==> config.mk <==
export PLATFORM = sky130hd
export DESIGN_NAME = keypad_navigation_editor
export DESIGN_NICKNAME = d
export VERILOG_FILES = /design/src/rtl/keypad_nav_pkg.sv /design/src/rtl/keypad_navigation_editor.sv
export SDC_FILE = /design/constraint.sdc
export NUM_CORES = 2
export LEC_CHECK = 0
export BUFFER_PORTS_ARGS = -buffer_cell sky130_fd_sc_hd__buf_2
export CORE_MARGIN = 2
export CORE_UTILIZATION = 56
export DETAILED_ROUTE_END_ITERATION = 8
export PLACE_DENSITY_LB_ADDON = 0.15
export SLEW_MARGIN = 20
export SYNTH_ARGS = -nofsm -noshare
export SYNTH_HDL_FRONTEND = slang
export SYNTH_SLANG_ARGS = --single-unit
==> constraint.sdc <==
create_clock -name clock -period 28.2 [get_ports clock]
set_clock_uncertainty 0.1 [all_clocks]
set_input_delay 5.64 -clock clock [delete_from_list [all_inputs] [get_ports clock]]
set_output_delay 5.64 -clock clock [all_outputs]
set_load 0.03 [all_outputs]
==> src/rtl/keypad_nav_pkg.sv <==
// keypad navigation and editor: shared constants, types and carriers
// assumes one 50 MHz clock; key levels are high while a key is pressed
package keypad_nav_pkg;

  // clock and timing
  localparam int CLOCK_HZ = 50_000_000;
  localparam int CYCLES_PER_MS = CLOCK_HZ / 1000;
  localparam int LIMIT_FLASH_MS = 3000;
  localparam int LIMIT_FLASH_COUNT = LIMIT_FLASH_MS * CYCLES_PER_MS;
  localparam int DEBOUNCE_MS = 10;
  localparam int DEBOUNCE_COUNT = DEBOUNCE_MS * CYCLES_PER_MS;
  localparam int REPEAT_DELAY_MS = 500;
  localparam int REPEAT_DELAY_COUNT = REPEAT_DELAY_MS * CYCLES_PER_MS;
  localparam int REPEAT_PERIOD_MS = 100;
  localparam int REPEAT_PERIOD_COUNT = REPEAT_PERIOD_MS * CYCLES_PER_MS;
  localparam int ACCEL_MS = 2000;
  localparam int ACCEL_COUNT = ACCEL_MS * CYCLES_PER_MS;
  localparam int BLINK_HALF_MS = 250;
  localparam int BLINK_HALF_COUNT = BLINK_HALF_MS * CYCLES_PER_MS;
  localparam int COUNT_W = 28;

  // menu and parameter space
  localparam int MENU_TOP = 22;
  localparam int MENU_COUNT = 23;
  localparam int MENU_W = 5;
  localparam int PARAM_W = 8;
  localparam int KEY_COUNT = 5;
  localparam int MAX_DIGITS = 10;
  localparam int DIGIT_W = 4;

  // displayable value span
  localparam logic signed [31:0] SHOW_MIN = -32'sh000F423F;
  localparam logic signed [31:0] SHOW_MAX = 32'sh0098967F;

  // acceleration multipliers on the least significant digit
  localparam logic signed [39:0] STEP_SLOW = 40'sh0000000001;
  localparam logic signed [39:0] STEP_MID = 40'sh000000000A;
  localparam logic signed [39:0] STEP_FAST = 40'sh0000000064;

  typedef enum logic [1:0] {MODE_STATUS, MODE_VIEW, MODE_EDIT} display_mode_e;

  typedef enum logic [3:0] {
    STATUS_INHIBITED, STATUS_READY, STATUS_STOPPED, STATUS_RUNNING, STATUS_SCANNING,
    STATUS_SUPPLY_LOSS_DECEL, STATUS_RAMPING_DOWN, STATUS_DC_BRAKING, STATUS_POSITIONING,
    STATUS_TRIPPED, STATUS_REGEN_SYNCED
  } status_e;

  typedef struct packed {
    logic up;
    logic down;
    logic left;
    logic right;
    logic mode;
  } keys_s;

  typedef struct packed {
    logic enable;
    logic inverterActive;
    logic zeroSpeed;
    logic scanning;
    logic supplyLoss;
    logic rampingDown;
    logic dcBraking;
    logic positioning;
    logic tripped;
    logic regenSynced;
  } drive_state_s;

  typedef struct packed {
    logic signed [31:0] value;
    logic signed [31:0] maximum;
    logic signed [31:0] minimum;
    logic isString;
    logic [PARAM_W-1:0] topParam;
  } param_info_s;

  typedef struct packed {
    logic [MENU_W-1:0] menu;
    logic [PARAM_W-1:0] param;
  } param_addr_s;

  typedef struct packed {
    display_mode_e mode;
    status_e status;
    param_addr_s addr;
    logic signed [31:0] value;
    logic dashes;
    logic [DIGIT_W-1:0] digit;
    logic blankDigit;
    logic blankAll;
  } display_s;

  typedef struct packed {
    logic strobe;
    param_addr_s addr;
    logic signed [31:0] value;
  } param_write_s;

endpackage

==> src/rtl/keypad_navigation_editor.sv <==
// keypad navigation and editor: status, parameter view and digit editing
// assumes the parameter store answers paramInfo for display.addr in the same cycle
`timescale 1ns/1ps
`default_nettype none

module keypad_navigation_editor
  import keypad_nav_pkg::*;
#(
  parameter int DEBOUNCE_CYCLES = DEBOUNCE_COUNT,
  parameter int REPEAT_DELAY_CYCLES = REPEAT_DELAY_COUNT,
  parameter int REPEAT_PERIOD_CYCLES = REPEAT_PERIOD_COUNT,
  parameter int ACCEL_CYCLES = ACCEL_COUNT,
  parameter int BLINK_HALF_CYCLES = BLINK_HALF_COUNT,
  parameter int LIMIT_FLASH_CYCLES = LIMIT_FLASH_COUNT
) (
  input wire logic clock,
  input wire logic reset_n,
  input wire keys_s keys,
  input wire logic advancedAccess,
  input wire drive_state_s driveState,
  input wire param_info_s paramInfo,
  output var display_s display,
  output var param_write_s paramWrite
);

  localparam logic [COUNT_W-1:0] DEB_LAST = COUNT_W'(DEBOUNCE_CYCLES - 1);
  localparam logic [COUNT_W-1:0] REP_DELAY_LAST = COUNT_W'(REPEAT_DELAY_CYCLES - 1);
  localparam logic [COUNT_W-1:0] REP_PERIOD_LAST = COUNT_W'(REPEAT_PERIOD_CYCLES - 1);
  localparam logic [COUNT_W-1:0] ACCEL_ONE = COUNT_W'(ACCEL_CYCLES);
  localparam logic [COUNT_W-1:0] ACCEL_TWO = COUNT_W'(2 * ACCEL_CYCLES);
  localparam logic [COUNT_W-1:0] BLINK_LAST = COUNT_W'(BLINK_HALF_CYCLES - 1);
  localparam logic [COUNT_W-1:0] LIMIT_LAST = COUNT_W'(LIMIT_FLASH_CYCLES - 1);
  localparam logic [MENU_W-1:0] MENU_LAST = MENU_W'(MENU_TOP);

  typedef struct packed {
    logic [KEY_COUNT-1:0] keySync1;
    logic [KEY_COUNT-1:0] keySync2;
    logic [KEY_COUNT-1:0] keyStable;
    logic [KEY_COUNT-1:0] keyPrev;
    logic [KEY_COUNT-1:0][COUNT_W-1:0] debCount;
    logic [COUNT_W-1:0] holdCount;
    logic [COUNT_W-1:0] repeatTimer;
    logic [COUNT_W-1:0] blinkTimer;
    logic [COUNT_W-1:0] limitTimer;
    logic blinkOff;
    logic [MENU_COUNT-1:0][PARAM_W-1:0] lastParam;
    logic signed [31:0] editValue;
    logic signed [31:0] limitValue;
    logic [DIGIT_W-1:0] selDigit;
    logic limitFlash;
    display_s display;
    param_write_s paramWrite;
  } state_s;

  state_s cur;
  state_s next_cur;

  // decoded key events, shared with the checks
  keys_s held;
  keys_s press;
  logic repeatTick;
  logic udCombo;
  logic lrCombo;
  logic upEvent;
  logic downEvent;
  logic adjusting;
  logic selectable;
  logic [DIGIT_W-1:0] digits;

  // ten to the power n, wide enough for any 32-bit value
  function automatic logic signed [39:0] pow10(input logic [DIGIT_W-1:0] n);
    logic signed [39:0] p;
    p = STEP_SLOW;
    for (int k = 0; k < MAX_DIGITS; k++) begin
      if (DIGIT_W'(k) < n) begin
        p = 40'(p * STEP_MID);
      end
    end
    return p;
  endfunction

  // number of decimal digits needed for a maximum
  function automatic logic [DIGIT_W-1:0] digitsOf(input logic signed [31:0] v);
    logic [DIGIT_W-1:0] n;
    n = DIGIT_W'(1);
    for (int k = 1; k < MAX_DIGITS; k++) begin
      if ($signed({{8{v[31]}}, v}) >= pow10(DIGIT_W'(k))) begin
        n = DIGIT_W'(k + 1);
      end
    end
    return n;
  endfunction

  function automatic logic offScale(input logic signed [31:0] v);
    return (v < SHOW_MIN) || (v > SHOW_MAX);
  endfunction

  // status code by priority: trip first, then enable, then activity
  function automatic status_e statusOf(input drive_state_s d);
    status_e s;
    if (d.tripped) s = STATUS_TRIPPED;
    else if (!d.enable) s = STATUS_INHIBITED;
    else if (d.supplyLoss) s = STATUS_SUPPLY_LOSS_DECEL;
    else if (d.dcBraking) s = STATUS_DC_BRAKING;
    else if (d.positioning) s = STATUS_POSITIONING;
    else if (d.rampingDown) s = STATUS_RAMPING_DOWN;
    else if (d.scanning) s = STATUS_SCANNING;
    else if (d.regenSynced && d.inverterActive) s = STATUS_REGEN_SYNCED;
    else if (!d.inverterActive) s = STATUS_READY;
    else if (d.zeroSpeed) s = STATUS_STOPPED;
    else s = STATUS_RUNNING;
    return s;
  endfunction

  // next state of the whole block
  always_comb begin
    logic [PARAM_W-1:0] p;
    logic [MENU_W-1:0] m;
    logic signed [39:0] delta;
    logic signed [39:0] trial;
    logic signed [39:0] stepMul;
    logic signed [31:0] newValue;
    logic signed [31:0] shown;
    p = cur.display.addr.param;
    m = cur.display.addr.menu;
    delta = '0;
    trial = '0;
    stepMul = STEP_SLOW;
    newValue = cur.editValue;
    shown = paramInfo.value;
    next_cur = cur;
    next_cur.paramWrite.strobe = 1'b0;

    // two-flop synchroniser and per-key debounce
    next_cur.keySync1 = keys;
    next_cur.keySync2 = cur.keySync1;
    for (int i = 0; i < KEY_COUNT; i++) begin
      if (cur.keySync2[i] != cur.keyStable[i]) begin
        if (cur.debCount[i] == DEB_LAST) begin
          next_cur.keyStable[i] = cur.keySync2[i];
          next_cur.debCount[i] = '0;
        end else begin
          next_cur.debCount[i] = cur.debCount[i] + 1'b1;
        end
      end else begin
        next_cur.debCount[i] = '0;
      end
    end
    next_cur.keyPrev = cur.keyStable;
    held = cur.keyStable;
    press = cur.keyStable & ~cur.keyPrev;

    // hold timing restarts whenever the set of held keys changes
    repeatTick = 1'b0;
    if (cur.keyStable != cur.keyPrev) begin
      next_cur.holdCount = '0;
      next_cur.repeatTimer = REP_DELAY_LAST;
    end else begin
      if (cur.holdCount != '1) next_cur.holdCount = cur.holdCount + 1'b1;
      if (cur.repeatTimer == '0) begin
        repeatTick = |cur.keyStable;
        next_cur.repeatTimer = REP_PERIOD_LAST;
      end else begin
        next_cur.repeatTimer = cur.repeatTimer - 1'b1;
      end
    end
    if (cur.holdCount >= ACCEL_TWO && cur.keyStable == cur.keyPrev) stepMul = STEP_FAST;
    else if (cur.holdCount >= ACCEL_ONE && cur.keyStable == cur.keyPrev) stepMul = STEP_MID;

    // blink phase divider
    if (cur.blinkTimer == BLINK_LAST) begin
      next_cur.blinkTimer = '0;
      next_cur.blinkOff = ~cur.blinkOff;
    end else begin
      next_cur.blinkTimer = cur.blinkTimer + 1'b1;
    end

    udCombo = held.up && held.down && (press.up || press.down);
    lrCombo = held.left && held.right && (press.left || press.right);
    upEvent = held.up && !held.down && (press.up || repeatTick);
    downEvent = held.down && !held.up && (press.down || repeatTick);
    adjusting = held.up ^ held.down;
    selectable = !paramInfo.isString && (paramInfo.maximum > 32'sh00000009);
    digits = selectable ? digitsOf(paramInfo.maximum) : DIGIT_W'(1);

    next_cur.display.status = statusOf(driveState);

    case (cur.display.mode)
      MODE_STATUS: begin
        if (press.mode) next_cur.display.mode = MODE_VIEW;
      end
      MODE_VIEW: begin
        if (press.mode) begin
          // off-span values skip edit entirely
          next_cur.display.mode = offScale(paramInfo.value) ? MODE_STATUS : MODE_EDIT;
          next_cur.editValue = paramInfo.value;
          next_cur.selDigit = '0;
          next_cur.limitFlash = 1'b0;
        end else begin
          // parameter within the menu
          if (udCombo) p = '0;
          else if (upEvent && press.up) p = (p >= paramInfo.topParam) ? '0 : p + 1'b1;
          else if (upEvent && p < paramInfo.topParam) p = p + 1'b1;
          else if (downEvent && press.down) p = (p == '0) ? paramInfo.topParam : p - 1'b1;
          else if (downEvent && p != '0) p = p - 1'b1;
          // menu selection
          if (!advancedAccess) m = '0;
          else if (lrCombo) m = '0;
          else if (held.right && !held.left && press.right) begin
            m = (m == MENU_LAST) ? '0 : m + 1'b1;
          end else if (held.right && !held.left && repeatTick && m < MENU_LAST) begin
            m = m + 1'b1;
          end else if (held.left && !held.right && press.left) begin
            m = (m == '0) ? MENU_LAST : m - 1'b1;
          end else if (held.left && !held.right && repeatTick && m != '0) begin
            m = m - 1'b1;
          end
          if (m != cur.display.addr.menu) p = cur.lastParam[m];
          next_cur.lastParam[m] = p;
          next_cur.display.addr.menu = m;
          next_cur.display.addr.param = p;
        end
      end
      MODE_EDIT: begin
        if (press.mode) begin
          next_cur.display.mode = MODE_STATUS;
          next_cur.limitFlash = 1'b0;
        end else if (cur.limitFlash) begin
          if (!held.up && !held.down) begin
            next_cur.limitFlash = 1'b0;
          end else if (cur.limitTimer == LIMIT_LAST) begin
            next_cur.limitFlash = 1'b0;
            newValue = cur.limitValue;
          end else begin
            next_cur.limitTimer = cur.limitTimer + 1'b1;
          end
        end else if (offScale(paramInfo.value)) begin
          newValue = cur.editValue;
        end else if (udCombo) begin
          newValue = '0;
        end else if (selectable && press.left && !held.right) begin
          next_cur.selDigit = (cur.selDigit == digits - 1'b1) ? '0 : cur.selDigit + 1'b1;
        end else if (selectable && press.right && !held.left) begin
          next_cur.selDigit = (cur.selDigit == '0) ? digits - 1'b1 : cur.selDigit - 1'b1;
        end else if (upEvent || downEvent) begin
          delta = (cur.selDigit == '0) ? 40'(stepMul) : pow10(cur.selDigit);
          if (upEvent) trial = $signed({{8{cur.editValue[31]}}, cur.editValue}) + delta;
          else trial = $signed({{8{cur.editValue[31]}}, cur.editValue}) - delta;
          if (trial > $signed({{8{paramInfo.maximum[31]}}, paramInfo.maximum})) begin
            if (cur.selDigit == '0) newValue = paramInfo.maximum;
            else begin
              next_cur.limitFlash = 1'b1;
              next_cur.limitValue = paramInfo.maximum;
              next_cur.limitTimer = '0;
            end
          end else if (trial < $signed({{8{paramInfo.minimum[31]}}, paramInfo.minimum})) begin
            if (cur.selDigit == '0) newValue = paramInfo.minimum;
            else begin
              next_cur.limitFlash = 1'b1;
              next_cur.limitValue = paramInfo.minimum;
              next_cur.limitTimer = '0;
            end
          end else begin
            newValue = trial[31:0];
          end
        end
        if (newValue != cur.editValue || (udCombo && !cur.limitFlash
            && !offScale(paramInfo.value)) || (cur.limitFlash && !press.mode
            && !next_cur.limitFlash && (held.up || held.down))) begin
          next_cur.editValue = newValue;
          next_cur.paramWrite.strobe = 1'b1;
          next_cur.paramWrite.addr = cur.display.addr;
          next_cur.paramWrite.value = newValue;
        end
        if (next_cur.selDigit >= digits) next_cur.selDigit = '0;
      end
      default: next_cur.display.mode = MODE_STATUS;
    endcase

    // value row and flashing
    if (cur.display.mode == MODE_EDIT) begin
      shown = cur.limitFlash ? cur.limitValue : cur.editValue;
    end
    next_cur.display.value = shown;
    next_cur.display.dashes = offScale(shown);
    next_cur.display.digit = cur.selDigit;
    next_cur.display.blankDigit = (cur.display.mode == MODE_EDIT) && selectable && !adjusting
                                  && !cur.limitFlash && cur.blinkOff;
    next_cur.display.blankAll = (cur.display.mode == MODE_EDIT) && cur.blinkOff
                                && (cur.limitFlash || (paramInfo.isString && !adjusting));
  end

  // single state register, synchronous reset
  always_ff @(posedge clock) begin
    if (!reset_n) begin
      cur <= state_s'('0);
    end else begin
      cur <= next_cur;
    end
  end

  assign display = cur.display;
  assign paramWrite = cur.paramWrite;
endmodule

`default_nettype wire

Yosys cells after proc, flatten, opt, wreduce, memory -nomap -nowiden:

Index checks and enable logic that the tools add are counted.

* bits in registers: 630
* latch bits: 0
* memory bits (writable): 0
* memory bits (read-only): 0
* input bits: 123
* logic and storage cells: 489
* memories kept: 0

* add/sub/neg operators: 18
* multiply operators: 9
* divide/modulo/power cells: 0
* $lt $le $gt $ge: 34
* equality and inequality tests: 41
* shift-type cells: 0
* muxes and demuxes: 216
* bitwise operators: 12
* reduce and logical (&&, ||, !) cells: 97

Operators by type and width (count)
* 2-to-1 mux 40 bit: 99
* 2-to-1 mux 32 bit: 25
* multiplier 40 x 4 -> 39 bit, second input constant: 9
* 2-to-1 mux 28 bit: 11
* adder 28 x 1 -> 28 bit, second input constant: 8
* bitwise mux 184 bit: 1
* equality test 28 x 19 -> 1 bit, second input constant: 5
* 2-to-1 mux 36 bit: 3
* 2-to-1 mux 4 bit: 24
* 2-to-1 mux 8 bit: 12
* 2-to-1 mux 37 bit: 2
* > comparator 32 x 25 -> 1 bit, second input constant: 2
* < comparator 32 x 21 -> 1 bit, second input constant: 2
* one-hot mux 32 bit (2 select lines): 1
* 2-to-1 mux 25 bit: 2
* 2-to-1 mux 5 bit: 10
* 2-to-1 mux 46 bit: 1
* logical AND 1 bit: 42
* adder 32 x 40 -> 40 bit: 1
* binary-select mux 8 bit (select 5 bit): 1
* demux 8 bit (select 5 bit): 1
* > comparator 40 x 32 -> 1 bit: 1
* < comparator 40 x 32 -> 1 bit: 1
* subtractor 32 x 40 -> 40 bit: 1
* other kinds (70): 162

Logic depth before layout (Yosys ltp):

* word-level depth: 132
* mapped depth: 118
* gate-level depth less buffers: 106

Worst setup path after synthesis:

No wires, ideal clock.

* kind: reg-to-reg
* start point: reg cur[106] (netlist name)
* end point: reg cur[112] (netlist name)
* arrival: 23292 ps
* data required time: 28009 ps
* path slack: 4717 ps
* stages on the path, launching flop included: 105
* buffers on the path: 13
* cell sequence: dfxtp_1 clkinv_1 ha_1 nor2b_1 clkbuf_1 nand2_1 clkbuf_1 clkbuf_1 buf_1 clkbuf_1 ha_1 clkbuf_1 clkinv_1 nor2_1 nand2_1 inv_1 ha_1 inv_1 [69 not listed] xnor2_1 ha_1 nand2_1 nor3_1 nand3_1 nor3_1 a211o_1 mux2i_1 buf_2 buf_1 clkbuf_1 buf_1 buf_2 o211ai_1 nor4_1 clkbuf_1 nor2_1 a311oi_1

* longest elaborated chain between the ends: 121
* elaborated cells between the ends (all ways): 137
* those cells by class: add/sub (2); mul (9); order compare (12); eq/ne (3); mux (109); reduce/logical (2)

RTL lines
* start: declaration: line keypad_navigation_editor.sv:55 `state_s cur;`
* start signal: assignment: line keypad_navigation_editor.sv:296 `cur <= state_s'('0);`
* start signal: assignment: line keypad_navigation_editor.sv:298 `cur <= next_cur;`
* < comparator 1 x 4 -> 1 bit: line keypad_navigation_editor.sv:75 `if (DIGIT_W'(k) < n) begin`
* 2-to-1 mux 4 bit: line keypad_navigation_editor.sv:75
* 2-to-1 mux 40 bit: line keypad_navigation_editor.sv:245 `end else if (upEvent || downEvent) begin`
* 2-to-1 mux 40 bit: line keypad_navigation_editor.sv:243 `end else if (selectable && press.right && !held.left) begin`
* 2-to-1 mux 40 bit: line keypad_navigation_editor.sv:241 `end else if (selectable && press.left && !held.right) begin`
* 2-to-1 mux 40 bit: line keypad_navigation_editor.sv:239 `end else if (udCombo) begin`
* 2-to-1 mux 40 bit: line keypad_navigation_editor.sv:237 `end else if (offScale(paramInfo.value)) begin`
* 2-to-1 mux 40 bit: line keypad_navigation_editor.sv:228 `end else if (cur.limitFlash) begin`
* [105 not listed]
* 2-to-1 mux 32 bit: line keypad_navigation_editor.sv:245
* 2-to-1 mux 32 bit: line keypad_navigation_editor.sv:243
* 2-to-1 mux 32 bit: line keypad_navigation_editor.sv:241
* 2-to-1 mux 37 bit: line keypad_navigation_editor.sv:239
* 2-to-1 mux 37 bit: line keypad_navigation_editor.sv:237
* 2-to-1 mux 36 bit: line keypad_navigation_editor.sv:228
* 2-to-1 mux 36 bit: line keypad_navigation_editor.sv:225 `if (press.mode) begin`
* 2-to-1 mux 36 bit: line keypad_navigation_editor.sv:188 `case (cur.display.mode)`

Parallel ways exist; a longest one is shown, timed or not. The select of a mux whose other input is x is not followed.
A chain may end at the register's enable or synchronous reset.

Final worst setup path:

* start point: reg cur[105] (netlist name)
* end point: reg cur (netlist bit paramWrite[36])

* longest elaborated chain between the ends: 127
* elaborated cells between the ends (all ways): 154
* those cells by class: add/sub (2); mul (9); order compare (12); eq/ne (1); mux (123); reduce/logical (7)

RTL lines
* branches (longest 125 deep; another with multiplier 40 x 4 -> 39 bit)
* logical OR 1 bit *: line keypad_navigation_editor.sv:268 `&& !offScale(paramInfo.value)) || (cur.limitFlash && !press.mode`
* AND reduction 2 bit (no line) *

Every way passes the cells marked *. The select of a mux whose other input is x is not followed.

==> flow_summary.toml <==
[run_status]
status = "finished clean"

[route]
remaining_drc_errors = 0
ant_nets = 0
first_pass_iters = 9
via_per_inst = 6.47
wl_mm = 178
vias = 51139
drt_iter0_markers = 6060
wl_per_cell_um = 22.5

[floorplanning]
die_area_um2 = 92900
die_h_um = 305
rows = 110
start_util = 0.564
fp.dieW_um = 305
io_pins = 227
coreArea_um2 = 89900

[sta]
finalMaxSlewViolations = 0
final.period_utilization = 0.929
hold_viol = 0
relSlewSlack = 0.255
timing.fmax_mhz = 38.2
rsz0062_at_grt = "false"
fin_crit_ns = 26.21
worst_pin_slew_ns = 1.11
finalSetupTns_ns = 0
setup_viol = 0

[place]
dp_hpwl_mm = 131
gp_congestion = 1.01
port-buffer-count = 226

[clock_tree]
clk_root_buffer_cell = "clkbuf_16"
holdBufCountCts = 0
cts_tree = "done"
clk_pin_slew_ns = 0.07
clkSinkCount = 630
cts_buffers = 71
cts_max_level = 3
insertion_delay_ns = 0.66
clockBufferDepth = 3

[worst_setup_path]
cp_common_cell = "ha_1"
cp_max_fo = 24
cp-end-kind = "flop"
r2r_start = "cur[105]"
r2r_cells = 96
reg2reg_slack_ns = 1.99
critical_path_arrival_ns = 26.61
worst-setup-path-type = "reg -> reg"
slowest_delay_ns = 0.62
crit_path_start_kind = "flop"
worstPathRequired_ns = 28.60
slowest_stage = "a41o_2"
regToRegEndpoint = "paramWrite[36]"

[finish]
drive_gt1_frac = 0.0894
final_nets = 7258
fill_cells = 8323
areaGrowthSynthToFinish_pct = 7.72
area.sequential_um2 = 12600
multi_input_area_um2 = 35300

[yosys]
ys.flop_type = "dfxtp_1"
synthArstFlopShare = 0
synth_compound_area_frac = 0.237
yosys_warnings = 0
ys_types = 93
yosysTopAreaCellShare = 0.249
netlist_top_cells_area = "dfxtp_1, ha_1, nor2_1, nand2_1, a21oi_1"
syn_avg_cell_area_um2 = 7.51
synthMuxAreaShare = 0.0324
ys_seq_area_frac = 0.249
syn_inst = 6750
synth_edf_count = 0
synth_xor_area_frac = 0.0712
synth-seq-cells = 630
synth_top_family_by_area = "compound AO/OA/AOI/OAI gates"
synth.largest_area_cell = "dfxtp_1"
synth_fa_ha_area_frac = 0.115
syn_nets = 7335
yosys.area_share.simple = 0.233
synth_area_um2 = 50700

[power]
switching_share = 0.369
p_int_mw = 1.78
powerDensity_nw_per_um2 = 51.7
finalPower_mw = 2.82
p_seq_frac = 0.331
combPwrFrac = 0.326
p_switching_mw = 1.04
irDropWorstVdd_v = 0.0000568
clock_power_share = 0.344
total_leakage_power_nw = 22.5

[hold_path]
worstHoldPathType = "reg -> reg"
worstHoldStart = "cur[629]"
holdPathEnd = "cur[624]"
min_path_cells = 1

[grt]
grt_max_degree = 124
antenna_found_initial = 3
grt_use_total = 0.365
gr-total-overflow = 0
grt_pass1_vias = 46943
grt_pass1_wl_mm = 273

[flow_run]
drv_cap = 0
-- cell type report --
| class | instances | share of cell area |
|---|---|---|
| multi-input cells | 5401 | 0.646 |
| repair buffers | 331 | 0.0353 |
| flip-flops and latches | 630 | 0.231 |
| clock inverters | 33 | 0.00901 |
| well taps | 1176 | 0.0269 |
| inverters | 238 | 0.0165 |
| clock buffers | 93 | 0.0353 |
| diodes | 3 | 0.000137 |
-- how the worst max path moves through the flow --
stage | from | endpoint | slack, ns
6_report | cur[105] | paramWrite[36] | 1.99
5_1_grt | cur[105] | paramWrite[21] | 0.06
4_1_cts | cur[105] | cur[169] | 0.16
3_5_place_dp | cur[105] | cur[169] | 0.12
3_3_place_gp | cur[105] | cur[162] | 0.36
2_1_floorplan | cur[106] | cur[112] | 4.72
-- cells in the mapped netlist (44+ instances only) --
cell type  count
nand2b_1      44
nand2_1      714
a21o_1        81
a31oi_1       93
nor3_1       127
and3_1        75
nor4_1        70
o31ai_1       45
inv_1        235
mux2i_1       99
buf_4        104
xor2_1       201
clkbuf_1     324
dfxtp_1      630
or3_1         58
o211ai_1      78
a311oi_1      53
a211o_1       49
nand4_1      111
and2_1        81
a211oi_1     200
nand3_1      222
a21oi_1      452
nor2_1       894
o21a_1        48
o21ai_0      366
ha_1         453
xnor2_1      211
-- cells in the final DEF, fill, tap and decap left out, types with 17 or more instances in the layout --
cell,synthesis,routed
nor4b_1,20,20
o22ai_1,40,40
clkbuf_16,0,71
o21a_1,48,48
nor2b_1,34,34
xor2_1,201,201
o211ai_1,78,78
and4_1,20,20
nor4_1,70,67
buf_2,23,225
nor3_1,127,125
a22o_1,42,42
and2_1,81,81
mux2_2,30,30
buf_4,104,104
or2_2,21,21
a211o_1,49,48
nand3_1,222,222
a31o_2,19,19
dfxtp_1,630,626
or3_1,58,58
o21ai_0,366,363
nor2_1,894,890
xnor2_1,211,211
a21o_1,81,80
nand2_1,714,712
a311oi_1,53,52
ha_1,453,452
o221ai_1,17,17
inv_1,235,233
a31oi_1,93,92
o31ai_1,45,42
a211oi_1,200,198
and3_1,75,75
a21oi_1,452,449
a22oi_1,28,28
mux2i_1,99,97
nand2b_1,44,43
nand4_1,111,111
a21boi_0,18,18
-- layer usage --
metal,wire [um],global-route usage,vias up,share of wire
met1,75700,0.496,23845,0.43
met5,27,0,-,0.00015
met3,16900,0.0703,535,0.095
met2,76100,0.561,2581,0.43
li1,-,-,24174,-
met4,9350,0.164,4,0.053
-- registers in the layout, indices dropped and copies added, names as in the netlist --
| signal | count |
|---|---|
| cur | 521 |
| display | 58 |
| paramWrite | 46 |
| held | 5 |
-- critical path, delay by kind of cell (launching register included) --
| family | cells | cell delay (ns) |
|---|---|---|
| flip-flops | 1 | 0.48 |
| AO/OA/AOI/OAI | 43 | 11.44 |
| AND/OR/NAND/NOR | 17 | 4.10 |
| adder cells (fa/ha/maj) | 20 | 6.80 |
| buffers and inverters | 7 | 1.16 |
| XOR/XNOR | 8 | 1.60 |
| multiplexers | 1 | 0.33 |
-- cell families (layout without fill, tap and decap cells) --
| kind of cell | count (synthesis) | in the layout |
|---|---|---|
| and+or+nand+nor | 2559 | 2559 |
| AOI/OAI and AO/OA | 1819 | 1823 |
| buffers and inverters | 725 | 695 |
| DFF | 630 | 630 |
| adders and majority gates | 462 | 462 |
| xor gates and xnor gates | 412 | 412 |
| muxes | 143 | 145 |
| other | 0 | 3 |
-- power groups by stage --
| stage | sequential, mW | clock [mW] | combinational [mW] |
|---|---|---|---|
| floorplan | 0.944 | 0 | 0.598 |
| detailed placement | 0.951 | 0 | 0.847 |
| global placement | 0.950 | 0 | 0.842 |
| CTS | 0.932 | 0.984 | 0.852 |
| finish | 0.933 | 0.970 | 0.919 |
| global route | 0.934 | 1.02 | 0.983 |
-- metrics by stage --
stage / utilization / area [um2] / hold slack (ns) / cells / worst slack [ns]
after floorplan: - / 50700 / 0.312 / 6750 / 4.72
after global placement: 0.578 / 51900 / 0.322 / 7762 / 0.359
after detailed placement: 0.578 / 51900 / 0.329 / 7762 / 0.125
after CTS: 0.605 / 54400 / 0.323 / 7888 / 0.157
after global routing: 0.607 / 54600 / 0.333 / 7902 / 0.0582
final: 0.608 / 54600 / 0.320 / 7905 / 1.99
-- timing repair --
action                     CTS  global route
resized for setup            1            19
gates cloned                 0             6
setup endpoints to repair    6           139
pin swaps                    0             3
buffers inserted             0             7
Power figures use the tool's default switching activity.
